$ cat config.mk
export PLATFORM = sky130hd
export DESIGN_NAME = timer_io_function_select
export DESIGN_NICKNAME = d
export VERILOG_FILES = /design/src/include/timer_io_pkg.sv /design/src/design/timer_io_function_select.sv /design/src/design/io_function_unit.sv
export SDC_FILE = /design/constraint.sdc
export NUM_CORES = 1
export LEC_CHECK = 0
export BUFFER_PORTS_ARGS = -buffer_cell sky130_fd_sc_hd__buf_2
export CAP_MARGIN = 25
export CORE_ASPECT_RATIO = 0.5
export CORE_MARGIN = 2
export CORE_UTILIZATION = 55
export DETAILED_ROUTE_END_ITERATION = 8
export GPL_TIMING_DRIVEN = 0
export PLACE_DENSITY = 0.88
export SLEW_MARGIN = 5
export SYNTH_ARGS = -nofsm -noshare
export SYNTH_HDL_FRONTEND = slang
export SYNTH_SLANG_ARGS = --single-unit
$ cat constraint.sdc
create_clock -name clk_i -period 4.3 [get_ports clk_i]
set_input_delay 0.43 -clock clk_i [delete_from_list [all_inputs] [get_ports clk_i]]
set_output_delay 0.43 -clock clk_i [all_outputs]
set_load 0.03 [all_outputs]
$ cat src/include/timer_io_pkg.sv
/*
 * Constants, field layout and carrier structs of the timer I/O select.
 * Assumes a 32-bit Wishbone bus and 16-bit counters.
 */
package timer_io_pkg;

    // ----
    // widths
    // ----
    localparam int unsigned ADDR_W = 8;
    localparam int unsigned DATA_W = 32;
    localparam int unsigned CODE_W = 4;
    localparam int unsigned COUNT_W = 16;
    localparam int unsigned EVT_W = 6;

    // ----
    // register byte offsets
    // ----
    localparam logic [7:0] OFS_CHAN0_REGC_IO_CONTROL = 8'h00;
    localparam logic [7:0] OFS_CHAN1_IO_CONTROL = 8'h04;
    localparam logic [7:0] OFS_CHAN0_MODE_REGISTER = 8'h08;
    localparam logic [7:0] OFS_EVENT_STATUS = 8'h0C;
    localparam logic [7:0] OFS_CAPTURE_C = 8'h10;
    localparam logic [7:0] OFS_CAPTURE_1A = 8'h14;
    localparam logic [7:0] OFS_CAPTURE_1B = 8'h18;
    localparam logic [7:0] OFS_PIN_STATUS = 8'h1C;

    // ----
    // reset values
    // ----
    localparam logic [7:0] RST_IO_CONTROL = 8'h00;
    localparam logic RST_BUFFER_OP_A = 1'b0;
    localparam logic [7:0] MODE_RESERVED_ONES = 8'hC0;
    localparam logic [EVT_W-1:0] RST_EVENT_STATUS = 6'h00;

    // ----
    // field positions
    // ----
    localparam int unsigned REGA_CODE_LSB = 0;
    localparam int unsigned REGB_CODE_LSB = 4;
    localparam int unsigned REGC_CODE_LSB = 0;
    localparam int unsigned BUFFER_OP_A_BIT = 4;
    localparam int unsigned CODE_CAPTURE_BIT = 3;
    localparam int unsigned CODE_EVENT_BIT = 2;
    localparam int unsigned CODE_INIT_LEVEL_BIT = 2;
    localparam int unsigned EVT_CAPTURE_LSB = 0;
    localparam int unsigned EVT_COMPARE_LSB = 3;

    // ----
    // low two code bits: compare action or capture edge
    // ----
    localparam logic [1:0] ACT_DRIVE0 = 2'h1;
    localparam logic [1:0] ACT_DRIVE1 = 2'h2;
    localparam logic [1:0] ACT_TOGGLE = 2'h3;
    localparam logic [1:0] EDGE_RISE = 2'h0;
    localparam logic [1:0] EDGE_FALL = 2'h1;

    // ----
    // types
    // ----
    typedef enum logic [1:0] {
        MODE_OUTPUT_OFF,
        MODE_COMPARE,
        MODE_CAPTURE_PIN,
        MODE_CAPTURE_EVENT
    } io_mode_e;

    typedef struct packed {
        logic compare_match;
        logic internal_event;
        logic pin_in;
        logic [COUNT_W-1:0] count;
    } unit_in_s;

    typedef struct packed {
        logic pin_out;
        logic pin_oe_n;
        logic compare_strobe;
        logic capture_strobe;
        logic [COUNT_W-1:0] captured;
    } unit_out_s;

endpackage : timer_io_pkg

$ cat src/design/timer_io_function_select.sv
/*
 * Timer I/O function select: function code registers for channel 0
 * register C and channel 1 registers A and B, the buffer-mode bit of
 * channel 0, and three pin function units, behind a classic Wishbone slave.
 * Assumes counters and compare comparators live outside and deliver
 * synchronous counts, compare-match pulses and count up/down pulses.
 */
// The placing of the registers and the Wishbone slave port were left to the implementer.
//
// Overview of operation
// - upper nibble of the register C control reads zero, writes ignored
// - lower nibble of register C control selects compare or capture behaviour
// - code 0000 disables the pin output and is the reset value
// - codes 0001..0011 start pin low, then drive 0, 1 or toggle on match
// - code 0100 disables output; 0101..0111 start high, then 0, 1 or toggle
// - code 1000 captures the counter on a rising pin edge
// - code 1001 captures the counter on a falling pin edge
// - code 1010 captures the counter on both pin edges
// - in buffer mode A register C ignores its code, no compare or capture
// - channel 1 upper nibble sets register B; 11xx capture on register C events
// - channel 1 lower nibble sets register A, pin capture from its own pin
// - register A of channel 1 codes 11xx capture on channel 0 A events
// - mode register bit 4 selects normal or A/C buffer operation
//
`timescale 1ns/1ps
module timer_io_function_select (
    // clock and reset
    input wire logic clk_i,
    input wire logic rst_i,
    // wishbone slave
    input wire logic wb_cyc_i,
    input wire logic wb_stb_i,
    input wire logic wb_we_i,
    input wire logic [timer_io_pkg::ADDR_W-1:0] wb_adr_i,
    input wire logic [3:0] wb_sel_i,
    input wire logic [timer_io_pkg::DATA_W-1:0] wb_dat_i,
    output logic [timer_io_pkg::DATA_W-1:0] wb_dat_o,
    output logic wb_ack_o,
    // counter values and counter events
    input wire logic [timer_io_pkg::COUNT_W-1:0] chan0_count_i,
    input wire logic [timer_io_pkg::COUNT_W-1:0] chan1_count_i,
    input wire logic chan1_count_up_i,
    input wire logic chan1_count_down_i,
    // compare-match pulses from the comparators
    input wire logic chan0_general_a_match_i,
    input wire logic chan0_general_c_match_i,
    input wire logic chan1_general_a_match_i,
    input wire logic chan1_general_b_match_i,
    // channel 0 register A capture pulse
    input wire logic chan0_general_a_capture_i,
    // timer pins, input side
    input wire logic chan0_pin_c_i,
    input wire logic chan1_pin_a_i,
    input wire logic chan1_pin_b_i,
    // timer pins, output side
    output logic chan0_pin_c_o,
    output logic chan0_pin_c_oe_n_o,
    output logic chan1_pin_a_o,
    output logic chan1_pin_a_oe_n_o,
    output logic chan1_pin_b_o,
    output logic chan1_pin_b_oe_n_o,
    // capture strobes and buffer mode to the counter logic
    output logic chan0_general_c_capture_o,
    output logic chan1_general_a_capture_o,
    output logic chan1_general_b_capture_o,
    output logic buffer_op_a_o
);

    // ------------------------------------------------------------------
    // register state
    // ------------------------------------------------------------------
    logic [timer_io_pkg::CODE_W-1:0] regc_function_code;
    logic [timer_io_pkg::CODE_W-1:0] rega_function_code;
    logic [timer_io_pkg::CODE_W-1:0] regb_function_code;
    logic buffer_op_a;
    logic [timer_io_pkg::EVT_W-1:0] event_status;
    logic [timer_io_pkg::EVT_W-1:0] next_event_status;
    logic [timer_io_pkg::EVT_W-1:0] event_set;
    logic [timer_io_pkg::EVT_W-1:0] event_clear;

    // bus decode
    logic bus_req;
    logic bus_write;
    logic [timer_io_pkg::DATA_W-1:0] next_dat;

    // unit connections
    timer_io_pkg::unit_in_s unit_c_in;
    timer_io_pkg::unit_in_s unit_1a_in;
    timer_io_pkg::unit_in_s unit_1b_in;
    timer_io_pkg::unit_out_s unit_c_out;
    timer_io_pkg::unit_out_s unit_1a_out;
    timer_io_pkg::unit_out_s unit_1b_out;

    // ------------------------------------------------------------------
    // wishbone handshake
    // ------------------------------------------------------------------

    // a request is taken in the cycle before ack; ack drops the next cycle
    assign bus_req = wb_cyc_i && wb_stb_i && !wb_ack_o;
    assign bus_write = bus_req && wb_we_i && wb_sel_i[0];

    // single-cycle answer, every address acknowledged so a stray access never hangs
    always_ff @(posedge clk_i) begin
        if (rst_i) begin
            wb_ack_o <= 1'b0;
        end else begin
            wb_ack_o <= bus_req;
        end
    end

    // ------------------------------------------------------------------
    // function code registers
    // ------------------------------------------------------------------

    // register C control: only the low nibble is stored
    always_ff @(posedge clk_i) begin
        if (rst_i) begin
            regc_function_code <= timer_io_pkg::RST_IO_CONTROL[3:0];
        end else if (bus_write && (wb_adr_i == timer_io_pkg::OFS_CHAN0_REGC_IO_CONTROL)) begin
            regc_function_code <= wb_dat_i[timer_io_pkg::REGC_CODE_LSB +: timer_io_pkg::CODE_W];
        end
    end

    // channel 1 control: both nibbles writable
    always_ff @(posedge clk_i) begin
        if (rst_i) begin
            rega_function_code <= timer_io_pkg::RST_IO_CONTROL[3:0];
            regb_function_code <= timer_io_pkg::RST_IO_CONTROL[7:4];
        end else if (bus_write && (wb_adr_i == timer_io_pkg::OFS_CHAN1_IO_CONTROL)) begin
            rega_function_code <= wb_dat_i[timer_io_pkg::REGA_CODE_LSB +: timer_io_pkg::CODE_W];
            regb_function_code <= wb_dat_i[timer_io_pkg::REGB_CODE_LSB +: timer_io_pkg::CODE_W];
        end
    end

    // mode register: only the buffer A bit lives here, the rest stays elsewhere
    always_ff @(posedge clk_i) begin
        if (rst_i) begin
            buffer_op_a <= timer_io_pkg::RST_BUFFER_OP_A;
        end else if (bus_write && (wb_adr_i == timer_io_pkg::OFS_CHAN0_MODE_REGISTER)) begin
            buffer_op_a <= wb_dat_i[timer_io_pkg::BUFFER_OP_A_BIT];
        end
    end

    // buffer mode is forwarded so the counter logic can pair A with C
    always_ff @(posedge clk_i) begin
        if (rst_i) begin
            buffer_op_a_o <= timer_io_pkg::RST_BUFFER_OP_A;
        end else begin
            buffer_op_a_o <= buffer_op_a;
        end
    end

    // ------------------------------------------------------------------
    // sticky event flags
    // ------------------------------------------------------------------

    // hardware set beats a write-one clear landing in the same cycle
    always_comb begin
        event_set = '0;
        event_set[timer_io_pkg::EVT_CAPTURE_LSB + 0] = unit_c_out.capture_strobe;
        event_set[timer_io_pkg::EVT_CAPTURE_LSB + 1] = unit_1a_out.capture_strobe;
        event_set[timer_io_pkg::EVT_CAPTURE_LSB + 2] = unit_1b_out.capture_strobe;
        event_set[timer_io_pkg::EVT_COMPARE_LSB + 0] = unit_c_out.compare_strobe;
        event_set[timer_io_pkg::EVT_COMPARE_LSB + 1] = unit_1a_out.compare_strobe;
        event_set[timer_io_pkg::EVT_COMPARE_LSB + 2] = unit_1b_out.compare_strobe;
        event_clear = '0;
        if (bus_write && (wb_adr_i == timer_io_pkg::OFS_EVENT_STATUS)) begin
            event_clear = wb_dat_i[timer_io_pkg::EVT_W-1:0];
        end
        next_event_status = (event_status & ~event_clear) | event_set;
    end

    always_ff @(posedge clk_i) begin
        if (rst_i) begin
            event_status <= timer_io_pkg::RST_EVENT_STATUS;
        end else begin
            event_status <= next_event_status;
        end
    end

    // ------------------------------------------------------------------
    // read data
    // ------------------------------------------------------------------

    // unmapped offsets read zero; narrow registers sit in the low bits
    always_comb begin
        next_dat = '0;
        case (wb_adr_i)
            timer_io_pkg::OFS_CHAN0_REGC_IO_CONTROL: begin
                next_dat[7:0] = {4'h0, regc_function_code};
            end
            timer_io_pkg::OFS_CHAN1_IO_CONTROL: begin
                next_dat[7:0] = {regb_function_code, rega_function_code};
            end
            timer_io_pkg::OFS_CHAN0_MODE_REGISTER: begin
                next_dat[7:0] = timer_io_pkg::MODE_RESERVED_ONES;
                next_dat[timer_io_pkg::BUFFER_OP_A_BIT] = buffer_op_a;
            end
            timer_io_pkg::OFS_EVENT_STATUS: begin
                next_dat[timer_io_pkg::EVT_W-1:0] = event_status;
            end
            timer_io_pkg::OFS_CAPTURE_C: begin
                next_dat[timer_io_pkg::COUNT_W-1:0] = unit_c_out.captured;
            end
            timer_io_pkg::OFS_CAPTURE_1A: begin
                next_dat[timer_io_pkg::COUNT_W-1:0] = unit_1a_out.captured;
            end
            timer_io_pkg::OFS_CAPTURE_1B: begin
                next_dat[timer_io_pkg::COUNT_W-1:0] = unit_1b_out.captured;
            end
            timer_io_pkg::OFS_PIN_STATUS: begin
                next_dat[5:0] = {unit_1b_out.pin_oe_n, unit_1a_out.pin_oe_n, unit_c_out.pin_oe_n,
                                 unit_1b_out.pin_out, unit_1a_out.pin_out, unit_c_out.pin_out};
            end
            default: next_dat = '0;
        endcase
    end

    // data is registered with ack and held at zero between answers
    always_ff @(posedge clk_i) begin
        if (rst_i) begin
            wb_dat_o <= 32'h0000_0000;
        end else if (bus_req && !wb_we_i) begin
            wb_dat_o <= next_dat;
        end else begin
            wb_dat_o <= 32'h0000_0000;
        end
    end

    // ------------------------------------------------------------------
    // event routing into the units
    // ------------------------------------------------------------------

    // register C: own pin, internal source is channel 1 counting
    always_comb begin
        unit_c_in.compare_match = chan0_general_c_match_i;
        unit_c_in.internal_event = chan1_count_up_i || chan1_count_down_i;
        unit_c_in.pin_in = chan0_pin_c_i;
        unit_c_in.count = chan0_count_i;
    end

    // channel 1 register A: internal source is channel 0 register A
    always_comb begin
        unit_1a_in.compare_match = chan1_general_a_match_i;
        unit_1a_in.internal_event = chan0_general_a_match_i || chan0_general_a_capture_i;
        unit_1a_in.pin_in = chan1_pin_a_i;
        unit_1a_in.count = chan1_count_i;
    end

    // channel 1 register B: internal source is register C; its strobes lag one cycle
    always_comb begin
        unit_1b_in.compare_match = chan1_general_b_match_i;
        unit_1b_in.internal_event = unit_c_out.compare_strobe || unit_c_out.capture_strobe;
        unit_1b_in.pin_in = chan1_pin_b_i;
        unit_1b_in.count = chan1_count_i;
    end

    // ------------------------------------------------------------------
    // function units
    // ------------------------------------------------------------------

    // register C is silenced while it serves as the buffer of register A
    io_function_unit u_unit_c (
        .clk_i(clk_i),
        .rst_i(rst_i),
        .code_i(regc_function_code),
        .inhibit_i(buffer_op_a),
        .ev_i(unit_c_in),
        .res_o(unit_c_out)
    );

    io_function_unit u_unit_1a (
        .clk_i(clk_i),
        .rst_i(rst_i),
        .code_i(rega_function_code),
        .inhibit_i(1'b0),
        .ev_i(unit_1a_in),
        .res_o(unit_1a_out)
    );

    io_function_unit u_unit_1b (
        .clk_i(clk_i),
        .rst_i(rst_i),
        .code_i(regb_function_code),
        .inhibit_i(1'b0),
        .ev_i(unit_1b_in),
        .res_o(unit_1b_out)
    );

    // ------------------------------------------------------------------
    // pin and strobe outputs, all from unit flip-flops
    // ------------------------------------------------------------------
    assign chan0_pin_c_o = unit_c_out.pin_out;
    assign chan0_pin_c_oe_n_o = unit_c_out.pin_oe_n;
    assign chan1_pin_a_o = unit_1a_out.pin_out;
    assign chan1_pin_a_oe_n_o = unit_1a_out.pin_oe_n;
    assign chan1_pin_b_o = unit_1b_out.pin_out;
    assign chan1_pin_b_oe_n_o = unit_1b_out.pin_oe_n;
    assign chan0_general_c_capture_o = unit_c_out.capture_strobe;
    assign chan1_general_a_capture_o = unit_1a_out.capture_strobe;
    assign chan1_general_b_capture_o = unit_1b_out.capture_strobe;

endmodule : timer_io_function_select

$ cat src/design/io_function_unit.sv
/*
 * One general register's pin function: decodes a 4-bit function code into
 * output compare (initial level, drive 0/1/toggle) or input capture
 * (pin edge or internal event) and holds the captured counter value.
 * Assumes pin and event inputs are synchronous to clk_i.
 */
`timescale 1ns/1ps
module io_function_unit (
    // clock and reset
    input wire logic clk_i,
    input wire logic rst_i,
    // configuration
    input wire logic [timer_io_pkg::CODE_W-1:0] code_i,
    input wire logic inhibit_i,
    // events and result
    input wire timer_io_pkg::unit_in_s ev_i,
    output timer_io_pkg::unit_out_s res_o
);

    // ----
    // mode decode
    // ----
    timer_io_pkg::io_mode_e mode;
    logic [timer_io_pkg::CODE_W-1:0] prev_code;
    logic prev_inhibit;
    logic prev_pin;
    logic load_initial;
    logic rise;
    logic fall;
    logic trigger;

    // inhibit wins over any code, so a buffer register never compares
    always_comb begin
        mode = timer_io_pkg::MODE_OUTPUT_OFF;
        if (inhibit_i) begin
            mode = timer_io_pkg::MODE_OUTPUT_OFF;
        end else if (code_i[timer_io_pkg::CODE_CAPTURE_BIT]) begin
            mode = code_i[timer_io_pkg::CODE_EVENT_BIT] ? timer_io_pkg::MODE_CAPTURE_EVENT
                                                        : timer_io_pkg::MODE_CAPTURE_PIN;
        end else if (code_i[1:0] != 2'h0) begin
            mode = timer_io_pkg::MODE_COMPARE; // x000 and x100 keep the pin off
        end
    end

    // initial level is loaded whenever a compare setting takes effect
    assign load_initial = (mode == timer_io_pkg::MODE_COMPARE) &&
                          ((code_i != prev_code) || (inhibit_i != prev_inhibit));
    assign rise = ev_i.pin_in && !prev_pin;
    assign fall = !ev_i.pin_in && prev_pin;

    // capture trigger select
    always_comb begin
        trigger = 1'b0;
        case (mode)
            timer_io_pkg::MODE_CAPTURE_PIN: begin
                if (code_i[1:0] == timer_io_pkg::EDGE_RISE) begin
                    trigger = rise;
                end else if (code_i[1:0] == timer_io_pkg::EDGE_FALL) begin
                    trigger = fall;
                end else begin
                    trigger = rise || fall; // 101x: both edges
                end
            end
            timer_io_pkg::MODE_CAPTURE_EVENT: trigger = ev_i.internal_event;
            default: trigger = 1'b0;
        endcase
    end

    // ----
    // history
    // ----
    always_ff @(posedge clk_i) begin
        if (rst_i) begin
            prev_code <= 4'h0;
            prev_inhibit <= 1'b0;
            prev_pin <= 1'b0;
        end else begin
            prev_code <= code_i;
            prev_inhibit <= inhibit_i;
            prev_pin <= ev_i.pin_in;
        end
    end

    // ----
    // output compare pin
    // ----
    always_ff @(posedge clk_i) begin
        if (rst_i) begin
            res_o.pin_out <= 1'b0;
            res_o.pin_oe_n <= 1'b1;
            res_o.compare_strobe <= 1'b0;
        end else begin
            res_o.pin_oe_n <= (mode != timer_io_pkg::MODE_COMPARE);
            res_o.compare_strobe <= (mode == timer_io_pkg::MODE_COMPARE) && ev_i.compare_match;
            if (load_initial) begin
                res_o.pin_out <= code_i[timer_io_pkg::CODE_INIT_LEVEL_BIT]; // initial level first
            end else if ((mode == timer_io_pkg::MODE_COMPARE) && ev_i.compare_match) begin
                case (code_i[1:0])
                    timer_io_pkg::ACT_DRIVE0: res_o.pin_out <= 1'b0;
                    timer_io_pkg::ACT_DRIVE1: res_o.pin_out <= 1'b1;
                    timer_io_pkg::ACT_TOGGLE: res_o.pin_out <= !res_o.pin_out;
                    default: res_o.pin_out <= res_o.pin_out;
                endcase
            end
        end
    end

    // ----
    // input capture
    // ----
    always_ff @(posedge clk_i) begin
        if (rst_i) begin
            res_o.capture_strobe <= 1'b0;
            res_o.captured <= 16'h0000;
        end else begin
            res_o.capture_strobe <= trigger;
            if (trigger) begin
                res_o.captured <= ev_i.count;
            end
        end
    end

endmodule : io_function_unit

Yosys cells after proc, flatten, opt, wreduce, memory -nomap -nowiden
Cells that the tools add are included.
{"block": "word_totals", "reg_bits": 128, "output_inout_bits": 43, "word_cells": 154}
{"block": "op_classes", "bitwise": 4, "n_eq_ne": 32, "mux": 32, "n_reduce_logical": 56}
{"cell": "one-hot mux 6 bit (8 select lines)", "count": 1}
{"cell": "equality test 8 x 5 -> 1 bit, second input constant", "count": 4}
{"cell": "equality test 2 bit, second input constant", "count": 12}
{"cell": "one-hot mux 8 bit (3 select lines)", "count": 1}
{"cell": "logical AND 1 bit", "count": 21}
{"cell": "two-way mux 1 bit", "count": 18}
{"cell": "equality test 8 x 4 -> 1 bit, second input constant", "count": 2}
{"cell": "equality test 2 x 1 -> 1 bit, second input constant", "count": 6}
{"cell": "inequality test 4 bit", "count": 3}
{"cell": "nonzero test 2 bit", "count": 6}
{"cell": "nonzero test 4 bit", "count": 3}
{"cell": "zero test 1 bit", "count": 11}
{"cell": "one-hot mux 2 bit (5 select lines)", "count": 1}
{"cell": "one-hot mux 1 bit (3 select lines)", "count": 3}
{"cell": "equality test 8 x 3 -> 1 bit, second input constant", "count": 1}
{"cell": "zero test 8 bit", "count": 1}
{"cell": "two-way mux 2 bit", "count": 4}
{"cell": "logical OR 1 bit", "count": 7}
{"cell": "bitwise AND 6 bit", "count": 1}
{"cell": "zero test 2 bit", "count": 3}
{"cell": "two-way mux 6 bit", "count": 1}
{"cell": "inequality test 2 x 1 -> 1 bit, second input constant", "count": 3}
{"cell": "inverter 6 bit", "count": 1}
{"cell": "OR 6 bit", "count": 1}
{"cell": "5 further kinds", "count": 9}

Longest topological paths before layout
{"block": "logic_depth", "ltp_word": 9, "mapped_depth": 8}

Cells and area by module
From an unflattened synthesis, not the netlist that was laid out.
{"block": "hier_totals", "cells_unflattened": 591, "area_unflattened_um2": 5418.9}
{"mod": "io_function_unit", "instances": 3, "seq_area_each_um2": 520.5, "area_per_inst_um2": 1133.6, "cells_each": 124}
{"mod": "timer_io_function_select", "instances": 1, "seq_area_each_um2": 740.7, "area_per_inst_um2": 2018.2, "cells_each": 219}

Worst setup path after synthesis
Ideal clock, no wire load.
{"block": "synth_path", "kind": "input to register", "from": "in wb_adr_i[3] in the netlist's numbering", "to": "reg rega_function_code[0] in the netlist's numbering", "setup_ns": 0.128, "t_arrival_ns": 1.758, "path_slack_ns": 2.415, "path_buffers": 1, "path_stages": 5, "path_cell_list": "buf_6 or4b_4 nor4_4 mux2i_1 nor2_1"}
{"block": "synth_between", "elab_chain_cells": 2}
{"item": "start: declaration", "line": "timer_io_function_select.sv:34", "text": "input wire logic [timer_io_pkg::ADDR_W-1:0] wb_adr_i,"}
{"item": "equality test 8 x 3 -> 1 bit", "line": "timer_io_function_select.sv:129", "text": "end else if (bus_write && (wb_adr_i == timer_io_pkg::OFS_CHAN1_IO_CONTROL)) begin"}
{"item": "logical AND 1 bit", "line": "timer_io_function_select.sv:129"}
{"item": "end signal: assignment", "line": "timer_io_function_select.sv:127", "text": "rega_function_code <= timer_io_pkg::RST_IO_CONTROL[3:0];"}
{"item": "end signal: assignment", "line": "timer_io_function_select.sv:130", "text": "rega_function_code <= wb_dat_i[timer_io_pkg::REGA_CODE_LSB +: timer_io_pkg::CODE_W];"}
{"item": "end: declaration", "line": "timer_io_function_select.sv:73", "text": "logic [timer_io_pkg::CODE_W-1:0] rega_function_code;"}
Every way passes these cells.
A chain may end at the register's enable or synchronous reset.

Worst setup path in the final report
{"block": "layout_path", "from": "in wb_adr_i[1] in the netlist's numbering", "to": "reg wb_dat_o[15] in the netlist's numbering"}
{"block": "layout_between", "elab_chain_cells": 2, "word_cells_on_any_way": 4, "classes_between": "eq/ne (3); mux (1)"}
{"item": "equality test 8 x 5 -> 1 bit", "line": "timer_io_function_select.sv:188", "text": "case (wb_adr_i)"}
{"item": "one-hot mux 8 bit (3 select lines) *", "line": "timer_io_function_select.sv:188"}
{"item": "end signal: assignment", "line": "timer_io_function_select.sv:224", "text": "wb_dat_o <= next_dat;"}
{"item": "end: declaration", "line": "timer_io_function_select.sv:37", "text": "output logic [timer_io_pkg::DATA_W-1:0] wb_dat_o,"}
Every way passes the cells marked *; elsewhere a longest branch is shown, timed or not.

==> metrics.yaml <==
grt:
  grt_pass1_wl_mm: 20.8
  grt_pass1_vias: 4220
  overflow: 0
  grt_use_total_pct: 26.5
  antenna_found_initial: 1
  grt_max_degree: 17
layout:
  final_cell_mix: "112 x dfxtp_1, 97 x buf_2, 85 x nand2b_1"
  instances_no_fill: 759
  layout-drive-gt1-share_pct: 21.8
  syn_to_final_growth_pct: 18.7
  fillers: 675
  layout.nets: 735
  diodes: 0
  final_common_cell: "dfxtp_1"
logic_synthesis:
  ys_types: 54
  synth_fa_ha_area_share_pct: 1.45
  async_reset_ff_share_pct: 0
  ys_ff_latch: 112
  synthMuxAreaShare_pct: 17.2
  synthSimpleGateAreaFrac_pct: 20.4
  syn_inst: 524
  ys_seq_area_share_pct: 43.4
  synth_top_family_by_area: "simple AND/OR/NAND/NOR gates"
  netlist_area_um2: 5160
  synth_compound_area_share_pct: 8.84
  ys.flop_type: "dfxtp_1"
  synth.avg_cell_area_um2: 9.86
  synth_edf_count: 0
  yosysWarnings: 0
  synth_xor_area_share_pct: 1.87
route:
  first_iter_violations: 344
  vias: 4228
  via_per_inst: 5.57
  wl_per_cell_um: 17.0
  drt_first_pass_iters: 5
  drc: 0
  ant_nets: 0
  totalWireLength_mm: 12.9
cts:
  path_clk_slew_ps: 70
  cts_hold_buffers: 0
  cts_resized: 0
  cts_tree: "yes"
  post-cts-setup-buffer-count: 0
  cts_sinks: 112
  numCtsBuffers: 9
  clock_tree.root_cell: "clkbuf_16"
  clock_path_buffers: 2
  h-tree-depth: 3
  worstSkewPairLatency_ps: 350
sta:
  finalSetupTns_ps: 0
  max_freq_mhz: 449
  rsz0062_at_grt: "false"
  fin_crit_ps: 2230
  finClkSkew_ps: 8.13
  slew_violations: 0
  setup_viol: 0
  finalHoldViolCount: 0
  slew_headroom_pct: 29.9
  worst_slew_pin_slew_ps: 1050
  final.period_utilization_pct: 51.8
setup_path:
  required_ps: 4570
  cp-end-kind: "flip-flop"
  critPathLaunchType: "input port"
  reg2reg_depth: 7
  crit_slowest_cell: "nor3b_1"
  critical_path_class: "input port to flip-flop"
  critPathMaxStageDelay_ps: 860
  arrival_ps: 2500
  cp_max_fo: 10
  crit_chain: "buf_2, nor3b_1, clkbuf_1, a22oi_1, a2bb2oi_1, nor2_1"
floorplanning:
  start_util_pct: 57.9
  die_y_um: 72.5
  io_pins: 134
  std_cell_rows: 24
  core_um2: 8920
  die_w_um: 141
  dieArea_um2: 10200
placement:
  port_buffers: 87
  hpwl_mm: 9.12
  place.gp.congestion: 0.871
  dp.cells: 743
pwr:
  powerDensity_nw_per_um2: 342
  ir_worst_vdd_uv: 220
  power.leakage_nw: 2.64
hold_path:
  hold_path_depth: 2
  hold_class: "input port to flip-flop"
status:
  status: "completed"
run:
  cap_violations: 0
[per-stage QoR]
step                      util, %  hold slack [ps]  area [µm²]  power (W)  setup WS, ps
after floorplan                 -              444        5220    0.00116          2410
after global placement       65.1              455        5800    0.00122          1620
after detailed placement     65.1              463        5800    0.00122          1470
after CTS                    68.7              292        6120    0.00210          1850
after global routing         68.7              300        6130    0.00216          1970
final                        68.7              308        6130    0.00210          2070
[cell usage after synthesis (all sizes together) (6+ instances only)]
master	number	area [µm²]
mux2i	74	741
inv	16	60.1
a22oi	13	97.6
mux4	6	139
ha	6	75.1
dfxtp	112	2240
a311oi	7	61.3
buf	27	181
nand2b	85	532
xor2	11	96.3
clkbuf	27	101
nor2b	16	100
nor2	48	180
a22o	8	70.1
[sequential cells by signal, summed over array words and instances (netlist names), 4 cells and up]
register,flops
event_status,6
u_unit_1b.prev_code,4
regb_function_code,4
u_unit_1b.res_o,20
regc_function_code,4
u_unit_c.prev_code,4
rega_function_code,4
u_unit_c.res_o,20
u_unit_1a.res_o,20
wb_dat_o,16
u_unit_1a.prev_code,4
[layer usage]
layer / vias to the layer above / track usage [%] / wire length, µm
li1: 1994 / - / -
met1: 2048 / 32.9 / 5620
met2: 163 / 45.6 / 6200
met3: 21 / 5.74 / 869
met4: 2 / 11.0 / 233
met5: - / 0 / 11
[kinds of logic (layout without fill, tap and decap cells)]
group / count (synthesis) / count (layout)
adder cells (fa/ha/maj): 6 / 6
multiplexers: 81 / 81
XOR/XNOR: 11 / 11
AND/OR/NAND/NOR: 184 / 184
buffers and inverters: 71 / 174
AO/OA/AOI/OAI: 58 / 58
other: 1 / 16
flip-flops: 112 / 112
[critical path: cells and delay by family]
kind                   cells  cell delay [ps]
AOI/OAI and AO/OA          2              390
buffers and inverters      2              660
and+or+nand+nor            2             1020
[worst paths after layout]
| path | startpoint | end | slack, ps |
|---|---|---|---|
| setup reg to reg | rega_function_code[0] | u_unit_1a.res_o[7] | 2160 |
| setup / recovery | wb_adr_i[1] | wb_dat_o[15] | 2070 |
| hold / removal | wb_dat_i[5] | event_status[5] | 310 |
| hold reg to reg | u_unit_1a.res_o[9] | u_unit_1a.res_o[9] | 480 |
[layout make-up]
cell class | count | area, µm² | area share, %
Buffer | 54 | 283 | 4.61
Clock buffer | 12 | 256 | 4.18
Clock inverter | 3 | 65.1 | 1.06
Inverter | 17 | 63.8 | 1.04
Multi-Input combinational cell | 356 | 2630 | 42.9
Sequential cell | 112 | 2240 | 36.6
Tap cell | 117 | 146 | 2.39
Timing Repair Buffer | 88 | 440 | 7.19
[where the power goes]
| group | switching [W] | total, W | leakage, nW | internal, W |
|---|---|---|---|---|
| registers | 0.00000112 | 0.00104 | 0.903 | 0.00104 |
| logic | 0.0000927 | 0.000158 | 1.58 | 0.0000649 |
| clock network | 0.000361 | 0.000899 | 0.159 | 0.000539 |
No activity file was read; power rests on OpenSTA's default activity.
